## src/logic/pmirq_pkg.sv

```systemverilog
// Constants, register map and carrier types of the interrupt block and its serial port.
// Assumes a 40 MHz system clock; pins are synchronised inside the design.
`default_nettype none
package pmirq_pkg;
    localparam logic [6:0] DEV_ADDR = 7'h34;
    localparam logic [7:0] REG_IRQ_EN   = 8'h40;
    localparam logic [7:0] REG_IRQ_STAT = 8'h48;
    localparam logic [7:0] REG_TMR      = 8'h8a;
    localparam logic [7:0] REG_TWARN    = 8'h8d;
    localparam logic [7:0] REG_HOT      = 8'h8f;
    localparam logic [7:0] REG_GPIO0    = 8'h90;
    localparam logic [7:0] REG_GPIO1    = 8'h92;
    localparam logic [7:0] REG_BWARN    = 8'he6;
    localparam int BIT_TMR    = 2;
    localparam int BIT_BATLOW = 3;
    localparam int BIT_OTEMP  = 4;
    localparam int GPIO_REN_BIT = 6;
    localparam int GPIO_FEN_BIT = 7;
    localparam int HOT_SHDN_BIT = 2;
    localparam logic [2:0] GPIO_FN_DIN = 3'h2;
    localparam logic [7:0] RST_IRQ_EN = 8'h00;
    localparam logic [7:0] RST_GPIO   = 8'h07;
    localparam logic [7:0] RST_TMR    = 8'h00;
    localparam logic [7:0] RST_HOT    = 8'h00;
    localparam logic [7:0] RST_BWARN  = 8'h0a;
    localparam logic [7:0] RST_TWARN  = 8'hff;
    localparam int CLK_PERIOD_NS = 25;
    localparam int DEB_TIME_NS   = 1000000;
    localparam int TICK_TIME_NS  = 1000000;
    localparam int DEB_CYCLES_DEF  = DEB_TIME_NS / CLK_PERIOD_NS;
    localparam int TICK_CYCLES_DEF = TICK_TIME_NS / CLK_PERIOD_NS;

    typedef struct packed {
        logic       valid;
        logic [7:0] addr;
        logic [7:0] data;
    } pmirq_wr_type;

    typedef enum logic [2:0] {
        ST_IDLE  = 3'h0,
        ST_ADDR  = 3'h1,
        ST_AACK  = 3'h3,
        ST_RX    = 3'h2,
        ST_RXACK = 3'h6,
        ST_TX    = 3'h7,
        ST_TXACK = 3'h5
    } pmirq_i2c_state_type;
endpackage
`default_nettype wire

```

## src/logic/pmirq_sync.sv

```systemverilog
// Two flip-flop synchroniser for pins entering the system clock domain.
// Assumes inputs are asynchronous levels.
`default_nettype none
module pmirq_sync #(
    parameter int W = 1
) (
    // Clock and reset
    input  wire logic         clk,
    input  wire logic         srst,
    // Levels
    input  wire logic [W-1:0] in_async,
    output logic      [W-1:0] out_sync
);
    logic [W-1:0] meta_reg;

    always_ff @(posedge clk) begin
        if (srst) begin
            meta_reg <= '0;
            out_sync <= '0;
        end else begin
            meta_reg <= in_async;
            out_sync <= meta_reg;
        end
    end
endmodule // pmirq_sync
`default_nettype wire

```

## src/logic/pmirq_debounce.sv

```systemverilog
// Debounce and edge detection of one GPIO pin.
// Assumes an asynchronous pin; rise and fall are one-cycle pulses.
`default_nettype none
module pmirq_debounce #(
    parameter int unsigned DEB_CYCLES = pmirq_pkg::DEB_CYCLES_DEF
) (
    // Clock and reset
    input  wire logic clk,
    input  wire logic srst,
    // Pin and result
    input  wire logic pin_i,
    output logic      level_o,
    output logic      rise_o,
    output logic      fall_o
);
    localparam int CW = $clog2(DEB_CYCLES + 1);
    localparam logic [CW-1:0] LAST = CW'(DEB_CYCLES - 1);

    logic          pin_s;
    logic [CW-1:0] cnt_reg;

    pmirq_sync #(.W(1)) u_sync (
        .clk      (clk),
        .srst     (srst),
        .in_async (pin_i),
        .out_sync (pin_s)
    );

    always_ff @(posedge clk) begin
        if (srst) begin
            cnt_reg <= '0;
            level_o <= 1'b0;
            rise_o  <= 1'b0;
            fall_o  <= 1'b0;
        end else begin
            rise_o <= 1'b0;
            fall_o <= 1'b0;
            if (pin_s == level_o) begin
                cnt_reg <= '0;
            end else if (cnt_reg == LAST) begin
                cnt_reg <= '0;
                level_o <= pin_s;
                rise_o  <= pin_s;
                fall_o  <= ~pin_s;
            end else begin
                cnt_reg <= cnt_reg + 1'b1;
            end
        end
    end
endmodule // pmirq_debounce
`default_nettype wire

```

## src/logic/pmirq_top.sv

```systemverilog
// Interrupt aggregation with serial register port.
// Assumes open-drain pins resolved outside; monitor inputs come from logic on clk.
`default_nettype none
module pmirq_top #(
    parameter int unsigned DEB_CYCLES  = pmirq_pkg::DEB_CYCLES_DEF,
    parameter int unsigned TICK_CYCLES = pmirq_pkg::TICK_CYCLES_DEF
) (
    // Clock and reset
    input  wire logic        clk,
    input  wire logic        srst,
    // Supply state
    input  wire logic        supply_low,
    input  wire logic        power_off,
    // Serial port
    input  wire logic        scl_i,
    input  wire logic        sda_i,
    output logic             sda_o,
    output logic             sda_oe,
    // Interrupt pin
    output logic             irq_o,
    output logic             irq_oe,
    // GPIO pins
    input  wire logic [1:0]  gpio_i,
    // Monitors
    input  wire logic [6:0]  batt_pct,
    input  wire logic [11:0] temp_adc,
    output logic             shutdown_req
);
    localparam int TW = $clog2(TICK_CYCLES + 1);

    logic [2:0]                     pin_s;
    logic                           scl_s, sda_s, scl_q, sda_q;
    logic                           por_rst, sys_rst;
    logic                           start_c, stop_c, scl_rise, scl_fall;
    pmirq_pkg::pmirq_i2c_state_type state_reg;
    logic [3:0]                     bit_cnt_reg;
    logic [7:0]                     shift_reg, tx_reg, ptr_reg, rd_data;
    logic                           rw_reg, first_reg, nack_reg;
    pmirq_pkg::pmirq_wr_type        wr_reg;
    logic [7:0]                     en_reg, stat_reg, stat_next, clr_mask, ev;
    logic [7:0]                     tmr_cfg_reg, tmr_cnt_reg, hot_reg, bwarn_reg, twarn_reg;
    logic [7:0]                     gpio_ctrl_reg [2];
    logic [1:0]                     gpio_lvl, gpio_rise, gpio_fall, gpio_ev;
    logic [TW-1:0]                  tick_cnt_reg;
    logic                           tick, tmr_ev, bat_now, bat_reg, ot_now, ot_reg;

    pmirq_sync #(.W(3)) u_sync (
        .clk      (clk),
        .srst     (srst),
        .in_async ({supply_low, sda_i, scl_i}),
        .out_sync (pin_s)
    );
    assign scl_s = pin_s[0];
    assign sda_s = pin_s[1];

    assign por_rst = srst | pin_s[2];
    assign sys_rst = por_rst | power_off;

    always_ff @(posedge clk) begin
        if (srst) begin
            scl_q <= 1'b0;
            sda_q <= 1'b0;
        end else begin
            scl_q <= scl_s;
            sda_q <= sda_s;
        end
    end

    assign start_c  = scl_s & scl_q & sda_q & ~sda_s;
    assign stop_c   = scl_s & scl_q & ~sda_q & sda_s;
    assign scl_rise = scl_s & ~scl_q;
    assign scl_fall = ~scl_s & scl_q;

    always_comb begin
        if (ptr_reg == pmirq_pkg::REG_IRQ_EN) begin
            rd_data = en_reg;
        end else if (ptr_reg == pmirq_pkg::REG_IRQ_STAT) begin
            rd_data = stat_reg;
        end else if (ptr_reg == pmirq_pkg::REG_TMR) begin
            rd_data = tmr_cfg_reg;
        end else if (ptr_reg == pmirq_pkg::REG_TWARN) begin
            rd_data = twarn_reg;
        end else if (ptr_reg == pmirq_pkg::REG_HOT) begin
            rd_data = hot_reg;
        end else if (ptr_reg == pmirq_pkg::REG_GPIO0) begin
            rd_data = gpio_ctrl_reg[0];
        end else if (ptr_reg == pmirq_pkg::REG_GPIO1) begin
            rd_data = gpio_ctrl_reg[1];
        end else if (ptr_reg == pmirq_pkg::REG_BWARN) begin
            rd_data = bwarn_reg;
        end else begin
            rd_data = 8'h00;
        end
    end

    // Serial slave; START/STOP take priority over data edges
    always_ff @(posedge clk) begin
        if (por_rst) begin
            state_reg   <= pmirq_pkg::ST_IDLE;
            bit_cnt_reg <= 4'h0;
            shift_reg   <= 8'h00;
            tx_reg      <= 8'h00;
            ptr_reg     <= 8'h00;
            rw_reg      <= 1'b0;
            first_reg   <= 1'b0;
            nack_reg    <= 1'b0;
            sda_oe      <= 1'b0;
            wr_reg      <= '0;
        end else begin
            wr_reg.valid <= 1'b0;
            if (start_c) begin
                state_reg   <= pmirq_pkg::ST_ADDR;
                bit_cnt_reg <= 4'h0;
                sda_oe      <= 1'b0;
            end else if (stop_c) begin
                state_reg <= pmirq_pkg::ST_IDLE;
                sda_oe    <= 1'b0;
            end else if (scl_rise) begin
                bit_cnt_reg <= bit_cnt_reg + 4'h1;
                if (state_reg == pmirq_pkg::ST_ADDR || state_reg == pmirq_pkg::ST_RX) begin
                    shift_reg <= {shift_reg[6:0], sda_s};
                end
                if (state_reg == pmirq_pkg::ST_TXACK) begin
                    nack_reg <= sda_s;
                end
            end else if (scl_fall) begin
                case (state_reg)
                    pmirq_pkg::ST_ADDR: begin
                        if (bit_cnt_reg == 4'h8) begin
                            bit_cnt_reg <= 4'h0;
                            if (shift_reg[7:1] == pmirq_pkg::DEV_ADDR) begin
                                state_reg <= pmirq_pkg::ST_AACK;
                                sda_oe    <= 1'b1;
                                rw_reg    <= shift_reg[0];
                                first_reg <= 1'b1;
                            end else begin
                                state_reg <= pmirq_pkg::ST_IDLE;
                            end
                        end
                    end
                    pmirq_pkg::ST_AACK: begin
                        if (bit_cnt_reg != 4'h0) begin
                            bit_cnt_reg <= 4'h0;
                            if (rw_reg) begin
                                state_reg <= pmirq_pkg::ST_TX;
                                tx_reg    <= rd_data;
                                sda_oe    <= ~rd_data[7];
                            end else begin
                                state_reg <= pmirq_pkg::ST_RX;
                                sda_oe    <= 1'b0;
                            end
                        end
                    end
                    pmirq_pkg::ST_RX: begin
                        if (bit_cnt_reg == 4'h8) begin
                            bit_cnt_reg <= 4'h0;
                            state_reg   <= pmirq_pkg::ST_RXACK;
                            sda_oe      <= 1'b1;
                            first_reg   <= 1'b0;
                            if (first_reg) begin
                                ptr_reg <= shift_reg;
                            end else begin
                                wr_reg  <= '{valid: 1'b1, addr: ptr_reg, data: shift_reg};
                                ptr_reg <= ptr_reg + 8'h01;
                            end
                        end
                    end
                    pmirq_pkg::ST_RXACK: begin
                        if (bit_cnt_reg != 4'h0) begin
                            bit_cnt_reg <= 4'h0;
                            state_reg   <= pmirq_pkg::ST_RX;
                            sda_oe      <= 1'b0;
                        end
                    end
                    pmirq_pkg::ST_TX: begin
                        if (bit_cnt_reg == 4'h8) begin
                            bit_cnt_reg <= 4'h0;
                            state_reg   <= pmirq_pkg::ST_TXACK;
                            sda_oe      <= 1'b0;
                            ptr_reg     <= ptr_reg + 8'h01;
                        end else begin
                            sda_oe <= ~tx_reg[~bit_cnt_reg[2:0]];
                        end
                    end
                    pmirq_pkg::ST_TXACK: begin
                        if (bit_cnt_reg != 4'h0) begin
                            bit_cnt_reg <= 4'h0;
                            if (nack_reg) begin
                                state_reg <= pmirq_pkg::ST_IDLE;
                            end else begin
                                state_reg <= pmirq_pkg::ST_TX;
                                tx_reg    <= rd_data;
                                sda_oe    <= ~rd_data[7];
                            end
                        end
                    end
                    default: begin
                    end
                endcase
            end
        end
    end

    // Open-drain pins only ever drive low
    always_ff @(posedge clk) begin
        sda_o <= 1'b0;
        irq_o <= 1'b0;
    end

    // System-class control registers
    always_ff @(posedge clk) begin
        if (sys_rst) begin
            en_reg           <= pmirq_pkg::RST_IRQ_EN;
            hot_reg          <= pmirq_pkg::RST_HOT;
            gpio_ctrl_reg[0] <= pmirq_pkg::RST_GPIO;
            gpio_ctrl_reg[1] <= pmirq_pkg::RST_GPIO;
        end else if (wr_reg.valid) begin
            if (wr_reg.addr == pmirq_pkg::REG_IRQ_EN) begin
                en_reg <= wr_reg.data;
            end else if (wr_reg.addr == pmirq_pkg::REG_HOT) begin
                hot_reg <= wr_reg.data;
            end else if (wr_reg.addr == pmirq_pkg::REG_GPIO0) begin
                gpio_ctrl_reg[0] <= wr_reg.data;
            end else if (wr_reg.addr == pmirq_pkg::REG_GPIO1) begin
                gpio_ctrl_reg[1] <= wr_reg.data;
            end
        end
    end

    // Power-on-class thresholds survive a plain power-off
    always_ff @(posedge clk) begin
        if (por_rst) begin
            bwarn_reg <= pmirq_pkg::RST_BWARN;
            twarn_reg <= pmirq_pkg::RST_TWARN;
        end else if (wr_reg.valid) begin
            if (wr_reg.addr == pmirq_pkg::REG_BWARN) begin
                bwarn_reg <= wr_reg.data;
            end else if (wr_reg.addr == pmirq_pkg::REG_TWARN) begin
                twarn_reg <= wr_reg.data;
            end
        end
    end

    genvar g;
    generate
        for (g = 0; g < 2; g++) begin : g_gpio
            pmirq_debounce #(.DEB_CYCLES(DEB_CYCLES)) u_deb (
                .clk     (clk),
                .srst    (sys_rst),
                .pin_i   (gpio_i[g]),
                .level_o (gpio_lvl[g]),
                .rise_o  (gpio_rise[g]),
                .fall_o  (gpio_fall[g])
            );
            assign gpio_ev[g] = (gpio_ctrl_reg[g][2:0] == pmirq_pkg::GPIO_FN_DIN)
                              & ((gpio_rise[g] & gpio_ctrl_reg[g][pmirq_pkg::GPIO_REN_BIT])
                              | (gpio_fall[g] & gpio_ctrl_reg[g][pmirq_pkg::GPIO_FEN_BIT]));
        end
    endgenerate

    // timer, reloaded only by a write to its register
    always_ff @(posedge clk) begin
        if (sys_rst) begin
            tmr_cfg_reg  <= pmirq_pkg::RST_TMR;
            tmr_cnt_reg  <= pmirq_pkg::RST_TMR;
            tick_cnt_reg <= '0;
        end else if (wr_reg.valid && wr_reg.addr == pmirq_pkg::REG_TMR) begin
            tmr_cfg_reg  <= wr_reg.data;
            tmr_cnt_reg  <= wr_reg.data;
            tick_cnt_reg <= '0;
        end else begin
            tick_cnt_reg <= tick ? '0 : tick_cnt_reg + 1'b1;
            if (tick && tmr_cnt_reg != 8'h00) begin
                tmr_cnt_reg <= tmr_cnt_reg - 8'h01;
            end
        end
    end
    assign tick   = tick_cnt_reg == TW'(TICK_CYCLES - 1);
    assign tmr_ev = tick && tmr_cnt_reg == 8'h01
                    && !(wr_reg.valid && wr_reg.addr == pmirq_pkg::REG_TMR);

    assign bat_now = {1'b0, batt_pct} < bwarn_reg;
    assign ot_now  = temp_adc[11:4] >= twarn_reg;
    always_ff @(posedge clk) begin
        if (sys_rst) begin
            bat_reg      <= 1'b0;
            ot_reg       <= 1'b0;
            shutdown_req <= 1'b0;
        end else begin
            bat_reg      <= bat_now;
            ot_reg       <= ot_now;
            shutdown_req <= ot_now & hot_reg[pmirq_pkg::HOT_SHDN_BIT];
        end
    end

    assign ev = {3'h0, ot_now & ~ot_reg, bat_now & ~bat_reg, tmr_ev, gpio_ev};
    assign clr_mask = (wr_reg.valid && wr_reg.addr == pmirq_pkg::REG_IRQ_STAT) ? wr_reg.data : 8'h00;
    // write one clears; a new event wins
    assign stat_next = (stat_reg & ~clr_mask) | ev;

    always_ff @(posedge clk) begin
        if (sys_rst) begin
            stat_reg <= 8'h00;
        end else begin
            stat_reg <= stat_next;
        end
    end

    always_ff @(posedge clk) begin
        if (sys_rst) begin
            irq_oe <= 1'b0;
        end else begin
            irq_oe <= |(stat_reg & en_reg);
        end
    end
endmodule // pmirq_top
`default_nettype wire

```

## config.mk

```make
export PLATFORM = sky130hd
export DESIGN_NAME = pmirq_top
export DESIGN_NICKNAME = d
export VERILOG_FILES = /design/src/logic/pmirq_pkg.sv /design/src/logic/pmirq_sync.sv /design/src/logic/pmirq_debounce.sv /design/src/logic/pmirq_top.sv
export SDC_FILE = /design/constraint.sdc
export NUM_CORES = 1
export LEC_CHECK = 0
export BUFFER_PORTS_ARGS = -buffer_cell sky130_fd_sc_hd__buf_2
export CORE_MARGIN = 2
export CORE_UTILIZATION = 50
export CTS_BUF_LIST = sky130_fd_sc_hd__clkbuf_4
export DETAILED_ROUTE_END_ITERATION = 7
export PLACE_DENSITY = 0.69
export SYNTH_ARGS = -nofsm -noshare
export SYNTH_HDL_FRONTEND = slang
export SYNTH_HIERARCHICAL = 1
export SYNTH_SLANG_ARGS = --single-unit
```

## constraint.sdc

```tcl
create_clock -name clk -period 2.4 [get_ports clk]
set_input_delay 0.24 -clock clk [delete_from_list [all_inputs] [get_ports clk]]
set_output_delay 0.24 -clock clk [all_outputs]
set_load 0.005 [all_outputs]
```

==> run summary <==
Min Hold Slack = 0.0584 ns
crit start category = flip-flop
share of cells above drive strength 1 = 12.4%
core area = 18500 um^2
Post-Synth Simple-Gate Area = 23.4%
Initial Utilization = 50.5%
setup_tns = 0 ns
routed wire length per instance = 16.5 um
die height = 141 um
type of element capturing the critical path = flip-flop
yosys warns = 6
clock sinks = 194
Port Buf Inserts = 25
top-area cell type share of the netlist area = 38.1%
Final ANT Viol Nets = 0
die footprint = 19800 um^2
hold path cells = 4
post-DP HPWL = 15500 um
CP max FO = 6
CTS H-tree depth = 4
XOR/XNOR Fraction of Synth Area = 4.59%
VDD IR max = 419 uV
Final period util = 94.2%
first-pass GRT wire length = 35100 um
leading post-synthesis cells by cell area = dfxtp_1 38%, nor2_1 6.0%, mux2i_1 5.2%
Post-synth top flop = dfxtp_1
CTS root buf = clkbuf_4
Worst Path Arrival = 2.78 ns
Yosys top cell by area = dfxtp_1
CTS Buf Count = 17
P&R area growth vs syn = 8.67%
antenna violations before repair = 1
sequential share of the synthesized area = 43.2%
mux contribution to synthesized area = 6.45%
CTS clock-pin slew for the worst setup and hold paths = 0.14 ns
final wirelength = 21700 um
Final Cell Area = 10200 um^2
CTS tree = built
1st-iter DRT viols = 547
critical path class = flip-flop to flip-flop
gr usage total = 22.1%
Vias per Instance = 5.75
DR vias = 7577
Min-Delay Path Class = input pin to flip-flop
boundary pin count = 32
Post-Synth Adder-Cell Area = 3.75%
area post-placement = 9770 um^2
Slew @ Worst Pin = 1.23 ns
largest net degree at the start of global routing = 45
Mapped Area = 9350 um^2
GP Congestion = 0.889
asr flop ratio synth = 0%
number of global-route vias before repair = 6936
maxcap violations = 0
number of hold violations in the final report = 0
largest family of logic cells by synthesized area = simple AND/OR/NAND/NOR gates
RSZ-0062 raised after global routing = no
Clk Latency, worst-skew pair = 0.59 ns
commonest cells after routing, fill and taps aside = 175 x dfxtp_1, 148 x nor2_1, 81 x nand2_1
status = finished clean
clk_skew = 0.0215 ns
First-pass DRT Iterations = 6
clock tree buffer depth = 2
R2R depth = 9
Post-synth EDFFs = 16
GRT Residual Overflow = 0
Data required, critical path = 2.92 ns
Compound-Gate Fraction of Synth Area = 13.5%
max-slew violation count = 0
Post-Syn Instances = 1033
die width = 141 um
remaining routing DRC violations = 0
Peak Freq = 442 MHz
relative slew slack = 17.4%
leakage = 3.78 nW
Netlist cell types = 80
Largest register FFs = 32
row count = 50
Layout Nets = 1124
# setup viols final = 0
min Tclk post-route = 2.26 ns
Seq cells post-synth = 194
PwrDens = 514 nW/um^2
most common cell after layout, fill and taps aside = dfxtp_1
average size of a mapped cell = 9.05 um^2
[path summary, 6_finish.rpt]
check	end	slack [ns]	startpoint
setup / recovery	tx_reg[6]	0.14	bit_cnt_reg[0]
hold / removal	ot_reg	0.06	temp_adc[11]
setup reg to reg	tx_reg[6]	0.14	bit_cnt_reg[0]
hold reg to reg	stat_reg[4]	0.43	ot_reg
[repair_timing]
action	4_1_cts	5_1_grt
resized for setup	0	5
buffers inserted	0	0
hold buffers	9	0
endpoints found under the setup margin	0	6
hold endpoints to repair	10	0
[cell families after synthesis]
family | Yosys count
AOI/OAI and AO/OA | 188
xor gates and xnor gates | 49
adders and majority gates | 28
buffers and inverters | 96
DFF | 194
muxes | 57
other | 1
and+or+nand+nor | 420
[power by group]
group / internal [mW] / leakage [nW] / total [mW] / switching, mW
clock network: 0.648 / 0.154 / 1.78 / 1.14
logic: 0.0573 / 2.03 / 0.150 / 0.0927
registers: 3.28 / 1.60 / 3.29 / 0.0107
total: 3.99 / 3.78 / 5.23 / 1.24
[critical path, cell delays in order (launching register included)]
cell and delay (ns):
dfxtp_2 0.35, inv_1 0.05, ha_1 0.22, nor2b_1 0.18, a32o_1 0.28, or4_1 0.51
nor2_1 0.12, buf_4 0.16, o221ai_1 0.13, o2bb2ai_1 0.18
[Yosys cell counts (7+ instances only)]
master / count
a211oi_1: 12
a21oi_1: 42
a22oi_1: 22
and2_1: 12
and3_1: 11
and4_1: 9
buf_4: 8
buf_6: 7
clkbuf_1: 28
dfxtp_1: 178
edfxtp_1: 16
ha_1: 28
inv_1: 38
mux2i_1: 49
nand2_1: 81
nand2b_1: 11
nand3_1: 37
nand4_1: 18
nor2_1: 149
nor2b_1: 17
nor3_1: 17
o211ai_1: 11
o21ai_0: 42
o221ai_1: 8
xnor2_1: 13
xor2_1: 36
[through the flow]
step / total power, mW / utilization, % / setup slack (ns) / cells
final: 5.23 / 54.9 / 0.139 / 1317
after global routing: 5.40 / 54.9 / 0.00853 / 1317
after CTS: 5.27 / 54.8 / 0.0734 / 1316
after detailed placement: 3.50 / 52.8 / 0.127 / 1275
after global placement: 3.50 / 52.8 / 0.182 / 1275
after floorplan: 3.44 / - / 0.157 / 1034
[cell type report]
class	count	area (um^2)
repair buffers	74	528
inverters	38	143
flip-flops and latches	194	4050
multi-input cells	744	4860
fillers	1710	8350
well taps	234	293
clock inverters	14	154
diodes	1	2.50
clock buffers	18	135
[layer usage]
metal | vias up | share of wire (%) | track usage [%]
met1 | 3592 | 47 | 30.3
met5 | - | 0 | 0
met3 | 39 | 5.3 | 3.46
met2 | 205 | 45 | 35.7
li1 | 3741 | - | -
met4 | 0 | 2.4 | 8.11
No activity file was read; power rests on OpenSTA's default activity.
